`src/common/ucac_regs.svh`:
```
`ifndef UCAC_REGS_SVH
`define UCAC_REGS_SVH
// Timebase: one slow tick per millisecond at 250 MHz.
`define UCAC_CLK_KHZ          250000
`define UCAC_TICK_MS          1
`define UCAC_TICK_CYC         (`UCAC_CLK_KHZ * `UCAC_TICK_MS)
// Timer lengths in milliseconds, counted in slow ticks.
`define UCAC_DISCH_MS         350
`define UCAC_ATTACH_HOLD_MS   25000
`define UCAC_OC_DEGLITCH_MS   9
`define UCAC_SAFETY_MS        10800000
`define UCAC_DCP_RETURN_MS    10000
`define UCAC_OT_RELEASE_MS    9
// Mode-select codes.
`define UCAC_MODE_OFF         3'h0
`define UCAC_MODE_DCP_AUTO    3'h1
`define UCAC_MODE_SDP_WAKE    3'h2
`define UCAC_MODE_CDP_WAKE    3'h3
`define UCAC_MODE_DCP_FORCED  3'h4
`define UCAC_MODE_DIVIDER     3'h5
`define UCAC_MODE_SDP         3'h6
`define UCAC_MODE_CDP         3'h7
`endif

```
`src/common/ucac_pkg.sv`:
```
package ucac_pkg;
  // Attach detector states, Gray coded along the usual path.
  typedef enum logic [1:0] {
    ATT_IDLE   = 2'b00,
    ATT_ARMED  = 2'b01,
    ATT_REMOVE = 2'b11
  } ucac_att_t;
endpackage

```
`src/design/ucac_ctrl.sv`:
```
// Operation
// - Any defined mode change with enable high drives a 350 ms output discharge pulse.
// - Changes between x10 or 111 and 011 skip the discharge pulse.
// - Permanent discharge when both enables low, or enable high, attach low, code 000.
// - Attach detector on only with attach-enable high, enable low.
// - Loads present on entering attach mode are ignored until removed.
// - Detected attachment asserts the charge flag for a 25 s hold.
// - Charging during the hold keeps the flag; otherwise released at hold end.
// - In CDP or DCP modes, current above 20 mA asserts the flag.
// - In CDP mode the flag needs the handshake done before the current rose.
// - A flag already set by attach is left unchanged by charging detection.
// - Safety timer starts only after an attach seen with attach-enable high.
// - Timer stops and flag releases on current below threshold or 3 hours.
// - Attach-enable falling stops the timer, keeps the flag, no time limit.
// - Charging without a preceding attach never starts the safety timer.
// - Back in attach mode, wait for removal, then detect the next attach.
// - Fault output asserts during overcurrent or overtemperature until it clears.
// - Overcurrent is reported only after persisting 9 ms.
// - Overtemperature reports at once; release waits a delay after switch restarts.
// - Switch off at overtemperature, back on only after the hysteresis signal.
// - Enable low turns off switches and profiles and clears the fault flag, but not the charge flag during an attach hold.
// - Enable low with attach-enable high enters attach detection mode.
// - Mode-select codes decode to off, SDP, CDP, wakeup, DCP and divider modes.
// - DCP auto mode returns to divider 10 s after a BC1.2 load leaves.
`timescale 1ns/10ps
`default_nettype none
`include "ucac_regs.svh"

module ucac_ctrl #(
  parameter int unsigned TICK_CYC   = `UCAC_TICK_CYC,
  parameter int unsigned DISCH_T    = `UCAC_DISCH_MS / `UCAC_TICK_MS,
  parameter int unsigned HOLD_T     = `UCAC_ATTACH_HOLD_MS / `UCAC_TICK_MS,
  parameter int unsigned OC_T       = `UCAC_OC_DEGLITCH_MS / `UCAC_TICK_MS,
  parameter int unsigned SAFETY_T   = `UCAC_SAFETY_MS / `UCAC_TICK_MS,
  parameter int unsigned DCP_RET_T  = `UCAC_DCP_RETURN_MS / `UCAC_TICK_MS,
  parameter int unsigned OT_REL_T   = `UCAC_OT_RELEASE_MS / `UCAC_TICK_MS
) (
  // Clock and reset.
  input  wire logic       clk,
  input  wire logic       arst_n,
  // Host control pins.
  input  wire logic       enable,
  input  wire logic       attach_enable,
  input  wire logic [2:0] mode_select_pins,
  // Analog sense indications.
  input  wire logic       attach_sensed,
  input  wire logic       load_present,
  input  wire logic       chg_current_above,
  input  wire logic       cdp_handshake_done,
  input  wire logic       bc12_load_present,
  input  wire logic       overcurrent,
  input  wire logic       overtemp,
  input  wire logic       overtemp_cooled,
  // Power and emulation controls.
  output logic            power_switch_on,
  output logic            data_switch_on,
  output logic            profiles_on,
  output logic            discharge_on,
  output logic            attach_detector_on,
  output logic            dcp_divider_sel,
  // Open-drain flags, enable high while pulling low.
  output logic            chg_attach_n_o,
  output logic            chg_attach_n_oe,
  output logic            fault_n_o,
  output logic            fault_n_oe
);

  // -------------------------------------------------------------------
  // Timebase and mode decode
  // -------------------------------------------------------------------

  logic [31:0] div_r;
  logic        tick_r;
  logic [2:0]  mode_r;
  logic        mode_vld_r;
  logic        att_mode;
  logic        chg_mode;
  logic        cdp_mode;
  logic        wake_pair;

  // Common slow tick for every timer.
  // common slow tick
  always_ff @(posedge clk or negedge arst_n)
  begin
    if (!arst_n)
    begin
      div_r  <= 32'h0;
      tick_r <= 1'b0;
    end
    else if (div_r >= TICK_CYC - 1)
    begin
      div_r  <= 32'h0;
      tick_r <= 1'b1;
    end
    else
    begin
      div_r  <= div_r + 32'h1;
      tick_r <= 1'b0;
    end
  end

  assign att_mode = attach_enable && !enable;
  assign cdp_mode = (mode_select_pins == `UCAC_MODE_CDP) ||
                    (mode_select_pins == `UCAC_MODE_CDP_WAKE);
  assign chg_mode = enable && (cdp_mode ||
                    (mode_select_pins == `UCAC_MODE_DCP_AUTO) ||
                    (mode_select_pins == `UCAC_MODE_DCP_FORCED) ||
                    (mode_select_pins == `UCAC_MODE_DIVIDER));
  assign wake_pair =
    ((mode_r[1:0] == 2'h2 || mode_r == `UCAC_MODE_CDP) &&
     mode_select_pins == `UCAC_MODE_CDP_WAKE) ||
    (mode_r == `UCAC_MODE_CDP_WAKE &&
     (mode_select_pins[1:0] == 2'h2 || mode_select_pins == `UCAC_MODE_CDP));

  // -------------------------------------------------------------------
  // Discharge pulse and permanent discharge
  // -------------------------------------------------------------------

  logic [31:0] disch_cnt_r;
  logic        pulse_r;
  logic        perm_disch;

  assign perm_disch = !attach_enable &&
                      (!enable || mode_select_pins == `UCAC_MODE_OFF);

  // Track the mode and time the discharge pulse after each change with enable high, wake pairs excepted.
  // mode change pulse
  always_ff @(posedge clk or negedge arst_n)
  begin
    if (!arst_n)
    begin
      mode_r      <= `UCAC_MODE_OFF;
      mode_vld_r  <= 1'b0;
      disch_cnt_r <= 32'h0;
      pulse_r     <= 1'b0;
    end
    else
    begin
      mode_r     <= mode_select_pins;
      mode_vld_r <= 1'b1;
      if (mode_vld_r && enable && mode_select_pins != mode_r && !wake_pair)
      begin
        pulse_r     <= 1'b1;
        disch_cnt_r <= 32'h0;
      end
      else if (pulse_r && tick_r)
      begin
        if (disch_cnt_r >= DISCH_T - 1)
          pulse_r <= 1'b0;
        disch_cnt_r <= disch_cnt_r + 32'h1;
      end
    end
  end

  // -------------------------------------------------------------------
  // Attach detector
  // -------------------------------------------------------------------

  ucac_pkg::ucac_att_t att_st_r;
  logic                att_evt;

  assign att_evt = (att_st_r == ucac_pkg::ATT_ARMED) && att_mode && attach_sensed;

  // On entry, a present load must leave before detection is armed.
  // ignore present loads
  always_ff @(posedge clk or negedge arst_n)
  begin
    if (!arst_n)
      att_st_r <= ucac_pkg::ATT_IDLE;
    else
    begin
      case (att_st_r)
        ucac_pkg::ATT_IDLE:
          if (att_mode)
            att_st_r <= load_present ? ucac_pkg::ATT_REMOVE : ucac_pkg::ATT_ARMED;
        ucac_pkg::ATT_ARMED:
          if (!att_mode || attach_sensed)
            att_st_r <= ucac_pkg::ATT_IDLE;
        ucac_pkg::ATT_REMOVE:
          if (!att_mode)
            att_st_r <= ucac_pkg::ATT_IDLE;
          else if (!load_present)
            att_st_r <= ucac_pkg::ATT_ARMED;
        default:
          att_st_r <= ucac_pkg::ATT_IDLE;
      endcase
    end
  end

  // -------------------------------------------------------------------
  // Attach hold, charging flag and safety timer
  // -------------------------------------------------------------------

  logic [31:0] hold_cnt_r;
  logic        hold_r;
  logic        chg_r;
  logic        cdp_ok_r;
  logic        safety_run_r;
  logic        safety_arm_r;
  logic [31:0] safety_cnt_r;
  logic        chg_ok;

  assign chg_ok = chg_mode && chg_current_above && (!cdp_mode || cdp_ok_r);

  // CDP qualifier: handshake must precede the current rising.
  always_ff @(posedge clk or negedge arst_n)
  begin
    if (!arst_n)
      cdp_ok_r <= 1'b0;
    else if (!cdp_mode || !enable)
      cdp_ok_r <= 1'b0;
    else if (cdp_handshake_done && !chg_current_above)
      cdp_ok_r <= 1'b1;
  end

  // Attach hold window; restarts on a fresh attach.
  // attach hold
  always_ff @(posedge clk or negedge arst_n)
  begin
    if (!arst_n)
    begin
      hold_r     <= 1'b0;
      hold_cnt_r <= 32'h0;
    end
    else if (att_evt)
    begin
      hold_r     <= 1'b1;
      hold_cnt_r <= 32'h0;
    end
    else if (hold_r && tick_r)
    begin
      if (hold_cnt_r >= HOLD_T - 1)
        hold_r <= 1'b0;
      hold_cnt_r <= hold_cnt_r + 32'h1;
    end
  end

  // Charging condition, with the safety timer gating it off.
  // current threshold flag
  always_ff @(posedge clk or negedge arst_n)
  begin
    if (!arst_n)
      chg_r <= 1'b0;
    else if (!chg_ok)
      chg_r <= 1'b0;
    else if (safety_run_r && tick_r && safety_cnt_r >= SAFETY_T - 1)
      chg_r <= 1'b0;
    else if (!safety_run_r && safety_arm_r && safety_cnt_r != 32'h0)
      chg_r <= chg_r;
    else
      chg_r <= 1'b1;
  end

  // Safety timer, armed only by an attach event.
  // attach starts timer
  always_ff @(posedge clk or negedge arst_n)
  begin
    if (!arst_n)
    begin
      safety_arm_r <= 1'b0;
      safety_run_r <= 1'b0;
      safety_cnt_r <= 32'h0;
    end
    else if (att_evt && attach_enable)
    begin
      safety_arm_r <= 1'b1;
      safety_run_r <= 1'b0;
      safety_cnt_r <= 32'h0;
    end
    else if (!attach_enable)
    begin
      safety_arm_r <= 1'b0;
      safety_run_r <= 1'b0;
      safety_cnt_r <= 32'h0;
    end
    else if (safety_arm_r && !safety_run_r && safety_cnt_r == 32'h0 && chg_ok)
      safety_run_r <= 1'b1;
    else if (safety_run_r && !chg_ok)
    begin
      safety_run_r <= 1'b0;
      safety_arm_r <= 1'b0;
    end
    else if (safety_run_r && tick_r)
    begin
      // Expiry keeps the arm bit, so the flag stays released while current flows.
      if (safety_cnt_r >= SAFETY_T - 1)
        safety_run_r <= 1'b0;
      safety_cnt_r <= safety_cnt_r + 32'h1;
    end
    // An expired timer is forgotten once the charging current drops.
    else if (safety_arm_r && !safety_run_r && safety_cnt_r != 32'h0 && !chg_ok)
      safety_arm_r <= 1'b0;
  end

  // -------------------------------------------------------------------
  // Fault reporting and thermal switch control
  // -------------------------------------------------------------------

  logic [31:0] oc_cnt_r;
  logic        oc_rep_r;
  logic        ot_off_r;
  logic        ot_rep_r;
  logic [31:0] ot_cnt_r;

  // Overcurrent deglitch.
  // overcurrent deglitch
  always_ff @(posedge clk or negedge arst_n)
  begin
    if (!arst_n)
    begin
      oc_cnt_r <= 32'h0;
      oc_rep_r <= 1'b0;
    end
    else if (!overcurrent || !enable)
    begin
      oc_cnt_r <= 32'h0;
      oc_rep_r <= 1'b0;
    end
    else if (tick_r && !oc_rep_r)
    begin
      if (oc_cnt_r >= OC_T - 1)
        oc_rep_r <= 1'b1;
      oc_cnt_r <= oc_cnt_r + 32'h1;
    end
  end

  // Thermal shutdown with hysteresis and delayed flag release.
  // thermal hysteresis
  always_ff @(posedge clk or negedge arst_n)
  begin
    if (!arst_n)
    begin
      ot_off_r <= 1'b0;
      ot_rep_r <= 1'b0;
      ot_cnt_r <= 32'h0;
    end
    else if (overtemp)
    begin
      ot_off_r <= 1'b1;
      ot_rep_r <= enable;
      ot_cnt_r <= 32'h0;
    end
    else if (ot_off_r)
    begin
      if (overtemp_cooled)
        ot_off_r <= 1'b0;
      ot_rep_r <= ot_rep_r && enable;
    end
    else if (ot_rep_r && tick_r)
    begin
      if (ot_cnt_r >= OT_REL_T - 1 || !enable)
        ot_rep_r <= 1'b0;
      ot_cnt_r <= ot_cnt_r + 32'h1;
    end
  end

  // -------------------------------------------------------------------
  // DCP auto divider return
  // -------------------------------------------------------------------

  logic [31:0] ret_cnt_r;
  logic        bc12_r;

  always_ff @(posedge clk or negedge arst_n)
  begin
    if (!arst_n)
    begin
      bc12_r    <= 1'b0;
      ret_cnt_r <= 32'h0;
    end
    else if (!enable || mode_select_pins != `UCAC_MODE_DCP_AUTO)
    begin
      bc12_r    <= 1'b0;
      ret_cnt_r <= 32'h0;
    end
    else if (bc12_load_present)
    begin
      bc12_r    <= 1'b1;
      ret_cnt_r <= 32'h0;
    end
    else if (bc12_r && tick_r)
    begin
      if (ret_cnt_r >= DCP_RET_T - 1)
        bc12_r <= 1'b0;
      ret_cnt_r <= ret_cnt_r + 32'h1;
    end
  end

  // -------------------------------------------------------------------
  // Registered outputs
  // -------------------------------------------------------------------

  // Drive every output from flops; enable low clears the fault flag, and the attach hold can still set the charge flag.
  // disable clears switches, profiles and fault flag
  always_ff @(posedge clk or negedge arst_n)
  begin
    if (!arst_n)
    begin
      power_switch_on    <= 1'b0;
      data_switch_on     <= 1'b0;
      profiles_on        <= 1'b0;
      discharge_on       <= 1'b0;
      attach_detector_on <= 1'b0;
      dcp_divider_sel    <= 1'b0;
      chg_attach_n_oe    <= 1'b0;
      fault_n_oe         <= 1'b0;
    end
    else
    begin
      power_switch_on    <= enable && !ot_off_r && !pulse_r &&
                            mode_select_pins != `UCAC_MODE_OFF;
      data_switch_on     <= enable && mode_select_pins[1];
      profiles_on        <= enable && mode_select_pins != `UCAC_MODE_OFF;
      discharge_on       <= perm_disch || (enable && pulse_r);
      attach_detector_on <= att_mode;
      dcp_divider_sel    <= enable && !bc12_r &&
                            (mode_select_pins == `UCAC_MODE_DCP_AUTO ||
                             mode_select_pins == `UCAC_MODE_DIVIDER);
      chg_attach_n_oe    <= (hold_r || (enable && chg_r));
      fault_n_oe         <= enable && (oc_rep_r || ot_rep_r);
    end
  end

  // Open-drain data lines always pull low when enabled.
  always_ff @(posedge clk or negedge arst_n)
  begin
    if (!arst_n)
    begin
      chg_attach_n_o <= 1'b0;
      fault_n_o      <= 1'b0;
    end
    else
    begin
      chg_attach_n_o <= 1'b0;
      fault_n_o      <= 1'b0;
    end
  end
endmodule
`default_nettype wire

```
`config.mk`:
```
export PLATFORM = sky130hd
export DESIGN_NAME = ucac_ctrl
export DESIGN_NICKNAME = d
export VERILOG_FILES = /design/src/common/ucac_pkg.sv /design/src/design/ucac_ctrl.sv
export VERILOG_INCLUDE_DIRS = /design/src /design/src/common
export SDC_FILE = /design/constraint.sdc
export NUM_CORES = 1
export LEC_CHECK = 0
export ABC_AREA = 1
export ABC_CLOCK_PERIOD_IN_PS = 2100
export BUFFER_PORTS_ARGS = -buffer_cell sky130_fd_sc_hd__buf_4
export CORE_ASPECT_RATIO = 1.75
export CORE_MARGIN = 2
export CORE_UTILIZATION = 45
export CTS_BUF_LIST = sky130_fd_sc_hd__clkbuf_8
export DETAILED_ROUTE_END_ITERATION = 10
export SLEW_MARGIN = 20
export SYNTH_ARGS = -nofsm -noshare
export SYNTH_HDL_FRONTEND = slang
export SYNTH_SLANG_ARGS = --single-unit
```
`constraint.sdc`:
```
create_clock -name clk -period 2.1 [get_ports clk]
set_input_delay 0.42 -clock clk [delete_from_list [all_inputs] [get_ports clk]]
set_output_delay 0.42 -clock clk [all_outputs]
set_load 0.05 [all_outputs]
```
# Word-level counts from Yosys, hierarchy flattened
# Cells that the tools add are included.
[classes]
mux = 62
n_eq_ne = 25
n_lt_le_gt_ge = 7
n_reduce_logical = 96
addsub = 7
[op_table]
columns = ["operator", "n"]
rows = [
  ["32-bit two-way mux", 18],
  ["32-bit by 1-bit adder with 32-bit output (second input constant)", 7],
  ["32-bit by 4-bit greater-or-equal comparator with 1-bit output (second input constant)", 2],
  ["1-bit logical AND", 38],
  ["1-bit two-way mux", 38],
  ["32-bit by 14-bit greater-or-equal comparator with 1-bit output (second input constant)", 1],
  ["32-bit by 15-bit greater-or-equal comparator with 1-bit output (second input constant)", 1],
  ["32-bit by 18-bit greater-or-equal comparator with 1-bit output (second input constant)", 1],
  ["32-bit by 24-bit greater-or-equal comparator with 1-bit output (second input constant)", 1],
  ["32-bit by 9-bit greater-or-equal comparator with 1-bit output (second input constant)", 1],
  ["32-bit zero test", 1],
  ["32-bit nonzero test", 1],
  ["1-bit logical OR", 18],
  ["2-bit nonzero test", 8],
  ["3-bit nonzero test", 5],
  ["2-bit AND reduction", 7],
  ["1-bit zero test", 13],
  ["3-bit == test (second input constant)", 4],
  ["3-bit inequality test (second input constant)", 4],
  ["2-bit two-way mux", 5],
  ["5-bit by 1-bit inequality test with 1-bit output (second input constant)", 2],
  ["3-bit AND reduction", 3],
  ["2-bit == test (second input constant)", 3],
  ["3-bit by 2-bit == test with 1-bit output (second input constant)", 2],
  ["other kinds (11)", 13],
]
[totals]
out_inout_bits = 10
regBits = 249

# Depth between registers and ports, before layout
# Gate-level depths: netlist of the first run.
[logic_depth]
depth_word = 16
depth_mapped = 12
mapped_depth_nobuf = 12

# Least setup slack after synthesis of the first run
# No wires, ideal clock.
[synth_path]
kind = "flip-flop to flip-flop"
startpoint = "reg ot_cnt_r[0]"
endpoint = "reg ot_cnt_r[12]"
synth_period_minus_slack_ps = 1525
slack_ps = 575
n_path_buf = 0
t_arrival_ps = 1402
stages_incl_launch_ff = 9
required_time_ps = 1977
setup_ps = 123
cell_sequence = "dfrtp_1 ha_1 nand3_1 nor2_4 nand3b_2 nor2_1 nand2_1 o21ai_0 a21oi_1"
[synth_between]
elab_chain_len = 4
[synth_lines]
columns = ["element", "line_no", "rtl"]
rows = [
  ["from (decl)", "ucac_ctrl.sv:303", "logic [31:0] ot_cnt_r;"],
  ["from (signal assigned)", "ucac_ctrl.sv:353", "ot_cnt_r <= ot_cnt_r + 32'h1;"],
  ["32-bit by 1-bit adder with 32-bit output", "ucac_ctrl.sv:353", ""],
  ["32-bit two-way mux", "ucac_ctrl.sv:349", "else if (ot_rep_r && tick_r)"],
  ["32-bit two-way mux", "ucac_ctrl.sv:343", "else if (ot_off_r)"],
  ["32-bit two-way mux", "ucac_ctrl.sv:337", "else if (overtemp)"],
]
# Every way passes these cells. The select of a mux whose other input is x is not followed.
# A chain may end at the register's enable or synchronous reset.

# Worst setup path after layout of the first run
[layout_path]
startpoint = "reg ret_cnt_r[1]"
endpoint = "reg ret_cnt_r[30]"
[layout_between]
elab_chain_len = 4
[layout_lines]
columns = ["element", "line_no", "rtl"]
rows = [
  ["from (decl)", "ucac_ctrl.sv:361", "logic [31:0] ret_cnt_r;"],
  ["from (signal assigned)", "ucac_ctrl.sv:385", "ret_cnt_r <= ret_cnt_r + 32'h1;"],
  ["32-bit by 1-bit adder with 32-bit output", "ucac_ctrl.sv:385", ""],
  ["32-bit two-way mux", "ucac_ctrl.sv:381", "else if (bc12_r && tick_r)"],
  ["32-bit two-way mux", "ucac_ctrl.sv:376", "else if (bc12_load_present)"],
  ["32-bit two-way mux", "ucac_ctrl.sv:371", "else if (!enable || mode_select_pins != `UCAC_MODE_DCP_AUTO)"],
]
# Every way passes these cells. The select of a mux whose other input is x is not followed.

==> results.md, run 1 <==
- Final Hold Fails: 0
- Fin crit share: 90.5%
- Combinational power share: 9.6%
- CTS H-Tree Depth: 2
- Starting Density: 45.8%
- GRT Overall Usage: 24.8%
- WP data arrival: 2.37 ns
- Bufs and invs on worst path: 0
- Die Y: 249 um
- Internal power: 7.89 mW
- Antenna cells: 0
- Max Slew Vio Count: 0
- Fin Setup TNS: 0 ns
- Cell family with most CP delay: simple AND/OR/NAND/NOR gates
- DRC violations left: 0
- Routed WL per cell: 15.4 um
- Worst-path clk slew: 0.06 ns
- Clock sink total: 249
- Global-route wire length before repair: 72000 um
- Max Clock Freq: 526 MHz
- DP Worst Slack: 0.184 ns
- CTS tree: built
- Switching part of the total power: 27.3%
- Reg power frac: 47.5%
- Yosys Warn Count: 0
- Final Skew: 0.0237 ns
- Core box area: 33900 sq um
- Hold Crit Depth: 1
- PwrDens: 625 nW/um^2
- Via-to-Cell Ratio: 5.26
- Worst path slowest cell: dfrtp_1
- Number of cells on the critical path: 8
- Gate Count Post-Synth: 2265
- P_leak: 7.84 nW
- Die X: 144 um
- CP startpoint: ret_cnt_r[1]
- CTS Buf Count: 43
- Worst vdd ir: 0.410 mV
- Setup WS post-layout: 0.200 ns
- Synthesized flop and latch total: 249
- Synthesized cell area: 15500 sq um
- Nets: 2379
- Min Tclk post-route: 1.90 ns
- Setup crit end kind: flip-flop
- CP cell instances: ha_1, nand3_1, nor2_1, nand2_1, nor3_1, nand2_1, o21ai_0, nor2_1
- Worst slew margin: 65.9%
- Synth-to-Final Area Change: 11.9%
- Clock Path Buffers: 3
- Commonest non-fill, non-tap cells in the layout: nand2_1, nor2_1, inv_1
- Ports: 25
- Worst-margin pin slew: 0.507 ns
- GP Congestion: 0.919
- Endpoints failing setup: 0
- Dpl hpwl: 32700 um
- Synth top area cells: dfrtp_1, nand2_1, nor2_1, nand3_1, inv_1
- Reg2reg end: ret_cnt_r[30]
- Status: finished, final reports clean
- Syn_area_per_cell: 6.84 sq um
- Port bufs: 22
- Max-Cap Viols: 0
- RSZ-0062 raised after global routing: no
- Clk_lat worst skew: 0.58 ns
- Hold crit path type: input pin to flip-flop
- Net switching power: 2.96 mW
- Postcts setup bufs: 0
- Post-synthesis cell type count: 52
- Critical path class: flip-flop to flip-flop
- Worst path required time: 2.57 ns
- Dpl cell area: 16400 sq um
- GRT overflow: 0
- Die ar.: 36000 sq um
- DRT Pass-1 Iters: 5
- Synth area leader: dfrtp_1
- Final ANT Viol Nets: 0
- DRT iter0 DRCs: 633
- Largest net degree at the start of global routing: 71
- Root Buffer: clkbuf_8
- Worst r2r path cells: 8
- WL final: 43400 um
- CP peak stage delay: 0.38 ns
- Min-delay src: mode_select_pins[1]
- Initial antenna violation count: 0
- Clock share of power: 42.9%
- Most common cell after layout, fill and taps aside: nand2_1
- Register area share after synthesis: 40.2%
- Share of layout cells above drive strength 1: 8.26%
- FP Rows: 89
- Final instance area: 17300 sq um
- Worst setup path end: ret_cnt_r[30]
- Vias: 14884
- Startpoint Class: flip-flop
- Critical R2R Launch: ret_cnt_r[1]
- R2r setup slk: 0.20 ns
- Top-area cell type share of the netlist area: 40.2%
- Crit-path max FO: 4
- Vias in the first global route: 14939
==> synth_stat cells (all sizes together) <==
| library cell | instances |
|---|---|
| a211oi | 4 |
| clkinv | 1 |
| inv | 276 |
| nor4 | 7 |
| o211ai | 4 |
| o21a | 3 |
| nand2 | 625 |
| o21bai | 5 |
| clkbuf | 10 |
| conb | 2 |
| dfrtp | 249 |
| a2bb2oi | 1 |
| mux2 | 1 |
| ha | 15 |
| and3 | 2 |
| a21oi | 80 |
| nor2 | 416 |
| o21ai | 80 |
| xor2 | 23 |
| a22oi | 1 |
| a21o | 1 |
| nand3b | 7 |
| o22ai | 1 |
| nand4 | 82 |
| o211a | 1 |
| nand3 | 207 |
| nor3b | 4 |
| a31oi | 10 |
| nor3 | 107 |
| buf | 31 |
| xnor2 | 9 |
==> worst min-delay path by stage <==
stage / end / slack, ns
2_1_floorplan: att_st_r[0] / 0.12
3_3_place_gp: oc_cnt_r[12] / 0.31
3_5_place_dp: oc_cnt_r[14] / 0.30
4_1_cts: mode_r[1] / 0.006
5_1_grt: mode_r[1] / 0.02
6_report: mode_r[1] / 0.04
==> area by class of cell <==
type / count / area, sq um
inverters: 277 / 1040
clock buffers: 51 / 702
fillers: 3500 / 16500
well taps: 455 / 569
clock inverters: 19 / 176
flip-flops and latches: 249 / 6230
multi-input cells: 1713 / 8060
repair buffers: 65 / 568
==> what timing repair did <==
item | in CTS | in global routing
endpoints found under the setup margin | 0 | 1
hold buffers | 4 | 0
hold endpoints to repair | 34 | 0
resized for setup | 0 | 1
==> power by group through the flow <==
stage / Combinational [mW] / Clock [mW] / Sequential (mW)
floorplan: 0.673 / 0 / 5.21
global placement: 1.03 / 0 / 5.22
detailed placement: 1.05 / 0 / 5.23
CTS: 1.06 / 4.83 / 5.14
global route: 1.19 / 5.04 / 5.17
finish: 1.04 / 4.65 / 5.15
==> routing by layer <==
| layer | track usage (%) | vias to the layer above | routed length, um |
|---|---|---|---|
| met5 | 0 | - | 0 |
| met2 | 46.9 | 342 | 23600 |
| met1 | 25.7 | 6956 | 15800 |
| li1 | - | 7450 | - |
| met3 | 3.40 | 136 | 1620 |
| met4 | 13.5 | 0 | 2390 |
==> worst reg2reg max path, delay by kind of cell, from the launching register on <==
kind,cells,cell delay [ns]
AOI/OAI and AO/OA,1,0.17
DFF,1,0.38
and+or+nand+nor,6,1.04
adders and majority gates,1,0.20
==> per-stage QoR <==
step,util [%],cells,hold slack (ns),power (mW)
floorplan,-,2280,0.124,5.88
global placement,48.5,2755,0.307,6.26
detailed placement,48.5,2755,0.304,6.28
CTS,51.2,2829,0.00567,11.0
global route,51.2,2829,0.0162,11.4
finish,51.2,2829,0.0397,10.8
==> registers in the layout, summed over array words and instances, names as in the netlist, 2 cells and up <==
signal,count
ret_cnt_r,32
hold_cnt_r,32
div_r,32
mode_r,3
safety_cnt_r,32
att_st_r,2
disch_cnt_r,32
oc_cnt_r,32
ot_cnt_r,32
==> cells by family (layout without fill, tap and decap cells) <==
family,Yosys count,in the layout,synth area share [%]
XOR/XNOR,32,32,1.81
multiplexers,1,1,0.0727
adder cells (fa/ha/maj),15,15,1.21
flip-flops,249,249,40.2
AO/OA/AOI/OAI,191,191,6.65
AND/OR/NAND/NOR,1457,1457,41.8
buffers and inverters,318,412,8.15
other,2,17,0.0485
(Power assumes the default switching activity.)
==> inputs of run 2 (changes only) <==
--- a/config.mk
+++ b/config.mk
@@ -11,9 +11,10 @@
 export BUFFER_PORTS_ARGS = -buffer_cell sky130_fd_sc_hd__buf_4
 export CORE_ASPECT_RATIO = 1.75
 export CORE_MARGIN = 2
-export CORE_UTILIZATION = 45
+export CORE_UTILIZATION = 55
 export CTS_BUF_LIST = sky130_fd_sc_hd__clkbuf_8
 export DETAILED_ROUTE_END_ITERATION = 10
+export PLACE_DENSITY = 0.71
 export SLEW_MARGIN = 20
 export SYNTH_ARGS = -nofsm -noshare
 export SYNTH_HDL_FRONTEND = slang
==> run 2 against run 1 <==
  * Register-to-register slack gained 0.02 ns
  * Utilization rose by 11 points
  * Critical path depth rose by 2
  * Setup slack better by 0.025 ns
  * Critical endpoint is now disch_cnt_r[30]
  * Largest cell class unchanged
==> results.md, run 2 (same netlist as run 1, synthesis figures left out) <==
- Synth-to-Final Area Change: 11.6%
- Routed WL per cell: 15.1 um
- Net switching power: 2.98 mW
- Startpoint Class: flip-flop
- Vias: 14974
- Die ar.: 29600 sq um
- Ports: 25
- Starting Density: 55.6%
- Via-to-Cell Ratio: 5.45
- Critical path class: flip-flop to flip-flop
- Initial antenna violation count: 0
- Final Skew: 0.0361 ns
- Global-route wire length before repair: 68600 um
- FP Rows: 81
- DP Worst Slack: 0.0327 ns
- Max-Cap Viols: 0
- Dpl cell area: 16300 sq um
- Nets: 2378
- Root Buffer: clkbuf_8
- CTS H-Tree Depth: 2
- Max Slew Vio Count: 0
- P_leak: 7.86 nW
- Endpoints failing setup: 0
- Antenna cells: 0
- Worst-path clk slew: 0.07 ns
- Internal power: 8.29 mW
- Clock share of power: 44.9%
- Vias in the first global route: 14862
- GRT Overall Usage: 29.0%
- Worst vdd ir: 0.666 mV
- Final Hold Fails: 0
- Fin crit share: 89.3%
- Final ANT Viol Nets: 0
- Final instance area: 17300 sq um
- Switching part of the total power: 26.5%
- Worst-margin pin slew: 0.722 ns
- DRT iter0 DRCs: 734
- Post_cts resized: 0
- Status: finished, final reports clean
- RSZ-0062 raised after global routing: no
- Clock sink total: 249
- Combinational power share: 9.4%
- Share of layout cells above drive strength 1: 8.30%
- Port bufs: 22
- Setup crit end kind: flip-flop
- Max Clock Freq: 533 MHz
- Worst slew margin: 51.8%
- Die Y: 226 um
- GP Congestion: 0.962
- DRT Pass-1 Iters: 5
- Min Tclk post-route: 1.87 ns
- Dpl hpwl: 31200 um
- Fin Setup TNS: 0 ns
- Clock Path Buffers: 3
- Commonest non-fill, non-tap cells in the layout: nand2_1, nor2_1, inv_1
- Most common cell after layout, fill and taps aside: nand2_1
- Reg power frac: 45.7%
- Setup WS post-layout: 0.225 ns
- WL final: 41600 um
- Postcts setup bufs: 0
- GRT overflow: 0
- DRC violations left: 0
- Clk_lat worst skew: 0.59 ns
- Core box area: 27900 sq um
- PwrDens: 652 nW/um^2
- Worst path required time: 2.58 ns
- CTS Buf Count: 40
- Crit-path max FO: 7
- Final Power: 11.3 mW
- WP data arrival: 2.36 ns
- Largest net degree at the start of global routing: 58
- CTS tree: built
- Hold crit path type: input pin to flip-flop
- Die X: 131 um
run 2: changes by cell type in the layout (fill, tap and decap cells not counted), sizes merged:
cell	previous run	this run
clkinv	10	6
buf	61	63
clkbuf	51	49
clkinvlp	2	3
inv	281	280
nor2	416	417
dlygate4sd3	4	3
bufinv	3	7
run 2: final cells by class:
| cell class | instances | area, sq um |
|---|---|---|
| clock inverters | 19 | 273 |
| flip-flops and latches | 249 | 6230 |
| repair buffers | 66 | 548 |
| inverters | 277 | 1040 |
| clock buffers | 49 | 674 |
| fillers | 2634 | 10600 |
| well taps | 373 | 467 |
| multi-input cells | 1714 | 8060 |
run 2: repair_timing:
action / 4_1_cts / 5_1_grt
setup endpoints to repair: 0 / 6
hold buffers: 3 / 0
hold endpoints to repair: 52 / 0
run 2: critical path, cell delays in order, from the launching register on:
cell and delay [ns]:
dfrtp_1 0.45, ha_1 0.24, inv_1 0.11, nor2_4 0.21, nand2_1 0.11, nor2_1 0.31
nand2_1 0.10, nand2_1 0.06, nand2_1 0.05, nand3_1 0.07, nand2_1 0.05
run 2: power by group through the flow:
stage,combinational [mW],sequential [mW],clock [mW]
finish,1.06,5.15,5.06
CTS,1.07,5.15,5.17
detailed placement,1.06,5.23,0
floorplan,0.673,5.21,0
global placement,1.02,5.23,0
global route,1.20,5.17,5.37
run 2: final timing paths:
check	endpoint	slack [ns]	cells past startpoint	from
max	disch_cnt_r[30]	0.23	10	disch_cnt_r[0]
min	mode_r[0]	0.05	1	mode_select_pins[0]
max reg2reg	disch_cnt_r[30]	0.23	10	disch_cnt_r[0]
min reg2reg	dcp_divider_sel	0.48	1	bc12_r
max in group asynchronous	disch_cnt_r[9]	1.00	3	arst_n
min in group asynchronous	oc_cnt_r[12]	0.36	2	arst_n
run 2: layer usage:
| metal | global-route usage (%) | part of all wire, % | vias to the layer above |
|---|---|---|---|
| li1 | - | - | 7456 |
| met1 | 30.6 | 37 | 6968 |
| met2 | 53.1 | 53 | 386 |
| met3 | 4.41 | 3.9 | 164 |
| met4 | 17.3 | 6.0 | 0 |
| met5 | 0 | 0 | - |
run 2: through the flow:
stage / std cells / utilization, % / hold slack, ns
finish: 2747 / 62.1 / 0.0484
global route: 2747 / 62.1 / 0.0311
CTS: 2746 / 62.0 / 0.0171
detailed placement: 2675 / 58.5 / 0.371
global placement: 2675 / 58.5 / 0.374
floorplan: 2280 / - / 0.124
==> inputs of run 3 (changes only) <==
--- a/config.mk
+++ b/config.mk
@@ -8,13 +8,13 @@
 export LEC_CHECK = 0
 export ABC_AREA = 1
 export ABC_CLOCK_PERIOD_IN_PS = 2100
-export BUFFER_PORTS_ARGS = -buffer_cell sky130_fd_sc_hd__buf_4
 export CORE_ASPECT_RATIO = 1.75
 export CORE_MARGIN = 2
 export CORE_UTILIZATION = 55
 export CTS_BUF_LIST = sky130_fd_sc_hd__clkbuf_8
 export DETAILED_ROUTE_END_ITERATION = 10
-export PLACE_DENSITY = 0.71
+export DONT_BUFFER_PORTS = 1
+export PLACE_DENSITY = 0.7
 export SLEW_MARGIN = 20
 export SYNTH_ARGS = -nofsm -noshare
 export SYNTH_HDL_FRONTEND = slang
==> run 3 against run 2 <==
  * The run now ends with negative hold slack left
  * Sequential share of layout area increased by 0.64 points
  * Design area fell by 1.7%
  * Register-to-register slack worse by 0.03 ns
  * Non-clock buffer count is 25 lower
  * Critical path type unchanged
  * Largest cell class unchanged
  * Largest power group unchanged
  * Highest routed layer unchanged
==> results.md, run 3 (same netlist as run 1, synthesis figures left out) <==
- Status: finished with violations
- Failing checks: negative hold slack
- WP data arrival: 2.35 ns
- CTS tree: built
- Fin Setup TNS: 0 ns
- Setup crit end kind: flip-flop
- WL met2: 21700 um
- Worst path slowest cell: dfrtp_1
- CP cell instances: ha_1, nand3_1, nor2_4, nand3b_2, nor2_1, nand2_1, o21ai_0, a21oi_1
- Max Slew Vio Count: 0
- WL met3: 1520 um
- Reg2reg end: ot_cnt_r[12]
- Min Tclk post-route: 1.91 ns
- Starting Density: 55.6%
- Vias in the first global route: 14606
- Synth-to-Final Area Change: 9.69%
- DRC violations left: 0
- Final Hold Fails: 249
- CP startpoint: ot_cnt_r[0]
- DR top layer: met4
- R2r setup slk: 0.19 ns
- Routed WL per cell: 15.2 um
- Register area: 6230 sq um
- Die Y: 226 um
- Largest net degree at the start of global routing: 250
- FP Rows: 81
- Share of layout cells above drive strength 1: 6.94%
- Cell family with most CP delay: simple AND/OR/NAND/NOR gates
- GP Congestion: 1.01
- Vias: 14703
- Number of cells on the critical path: 8
- Endpoints failing setup: 0
- Initial antenna violation count: 0
- Port bufs: 0
- Clock Path Buffers: 3
- Worst-path clk slew: 0.07 ns
- Bufs and invs on worst path: 0
- Worst r2r path cells: 8
- WL final: 41300 um
- Multi-input gate area: 8060 sq um
- Crit-path max FO: 6
- Fin crit share: 90.8%
- Ports: 25
- Worst-margin pin slew: 0.546 ns
- CTS H-Tree Depth: 2
- P_leak: 7.70 nW
- Worst setup path end: ot_cnt_r[12]
- CTS Buf Count: 39
- Via-to-Cell Ratio: 5.40
- Root Buffer: clkbuf_8
- Startpoint Class: flip-flop
- Global-route wire length before repair: 68300 um
- PwrDens: 621 nW/um^2
- CP peak stage delay: 0.43 ns
- Worst path required time: 2.54 ns
- Max-Cap Viols: 0
- Antenna cells: 0
- Setup WS post-layout: 0.194 ns
- DRT Pass-1 Iters: 5
- Final Skew: 0.0241 ns
- DP Worst Slack: 0.112 ns
- M1 wire length: 16000 um
- Dpl hpwl: 30100 um
- DRT iter0 DRCs: 814
- Clk_lat worst skew: 0.57 ns
- Core box area: 27900 sq um
- Worst vdd ir: 0.543 mV
- WHS: -0.443 ns
- Hold crit path type: input pin to asynchronous set/reset pin
- Critical R2R Launch: ot_cnt_r[0]
- GRT overflow: 0
- Nets: 2351
- Hold bufs inserted after CTS: 10
- Commonest non-fill, non-tap cells in the layout: nand2_1, nor2_1, inv_1
- Max Clock Freq: 525 MHz
- Most common cell after layout, fill and taps aside: nand2_1
- RSZ-0062 raised after global routing: no
- Filler cells: 2657
- Critical path class: flip-flop to flip-flop
- Worst slew margin: 63.6%
- GRT Overall Usage: 28.8%
- Die X: 131 um
- Clock sink total: 249
- Final ANT Viol Nets: 0
- Die ar.: 29600 sq um
==> run 3: cell count changes in the layout (fill, tap and decap cells not counted), sizes merged <==
cell,delta
clkinvlp,-2
bufinv,-4
clkbuf,+1
buf,-32
dlymetal6s4s,+1
dlygate4sd3,+6
inv,+3
nor2,-1
clkinv,+3
==> run 3: per-stage QoR <==
stage,instance area (sq um),instances,power [mW],util (%)
global placement,16000,2643,6.09,57.5
detailed placement,16000,2643,6.12,57.5
floorplan,15500,2280,5.88,-
global route,17000,2722,11.0,61.0
CTS,17000,2722,10.7,61.0
finish,17000,2722,10.6,61.0
==> run 3: routing by layer <==
metal / GRT usage [%] / vias to the layer above
li1: - / 7388
met2: 52.7 / 331
met3: 4.15 / 131
met5: 0 / -
met1: 31.7 / 6853
met4: 15.0 / 0
==> run 3: final cells by class <==
class                           count  area share [%]
Sequential cell                   249            36.7
Clock inverter                     19           0.965
Tap cell                          373            2.75
Timing Repair Buffer               41            2.05
Multi-Input combinational cell   1713            47.4
Clock buffer                       50            4.05
Inverter                          277            6.12
==> run 3: power by group <==
group | switching (mW) | internal, mW
sequential | 0.211 | 4.97
clock | 1.98 | 2.51
combinational | 0.577 | 0.303
==> run 3: what timing repair did <==
item                                   in CTS  in global routing
endpoints found under the hold margin     266                249
buffers inserted                            0                  0
resized for setup                           0                  2
setup endpoints to repair                   0                  5
==> run 3: worst min path at each step <==
stage | from | end | slack, ns
floorplan | arst_n | att_st_r[0] | 0.12
global placement | arst_n | oc_cnt_r[12] | 0.14
detailed placement | arst_n | oc_cnt_r[12] | 0.14
CTS | arst_n | ot_cnt_r[15] | -0.48
global route | arst_n | oc_cnt_r[15] | -0.46
finish | arst_n | oc_cnt_r[15] | -0.44
==> run 3: worst reg2reg max path, cell delays in order (launching register included) <==
cell and delay [ns]:
dfrtp_1 0.43, ha_1 0.22, nand3_1 0.15, nor2_4 0.19, nand3b_2 0.17, nor2_1 0.24
nand2_1 0.09, o21ai_0 0.22, a21oi_1 0.06
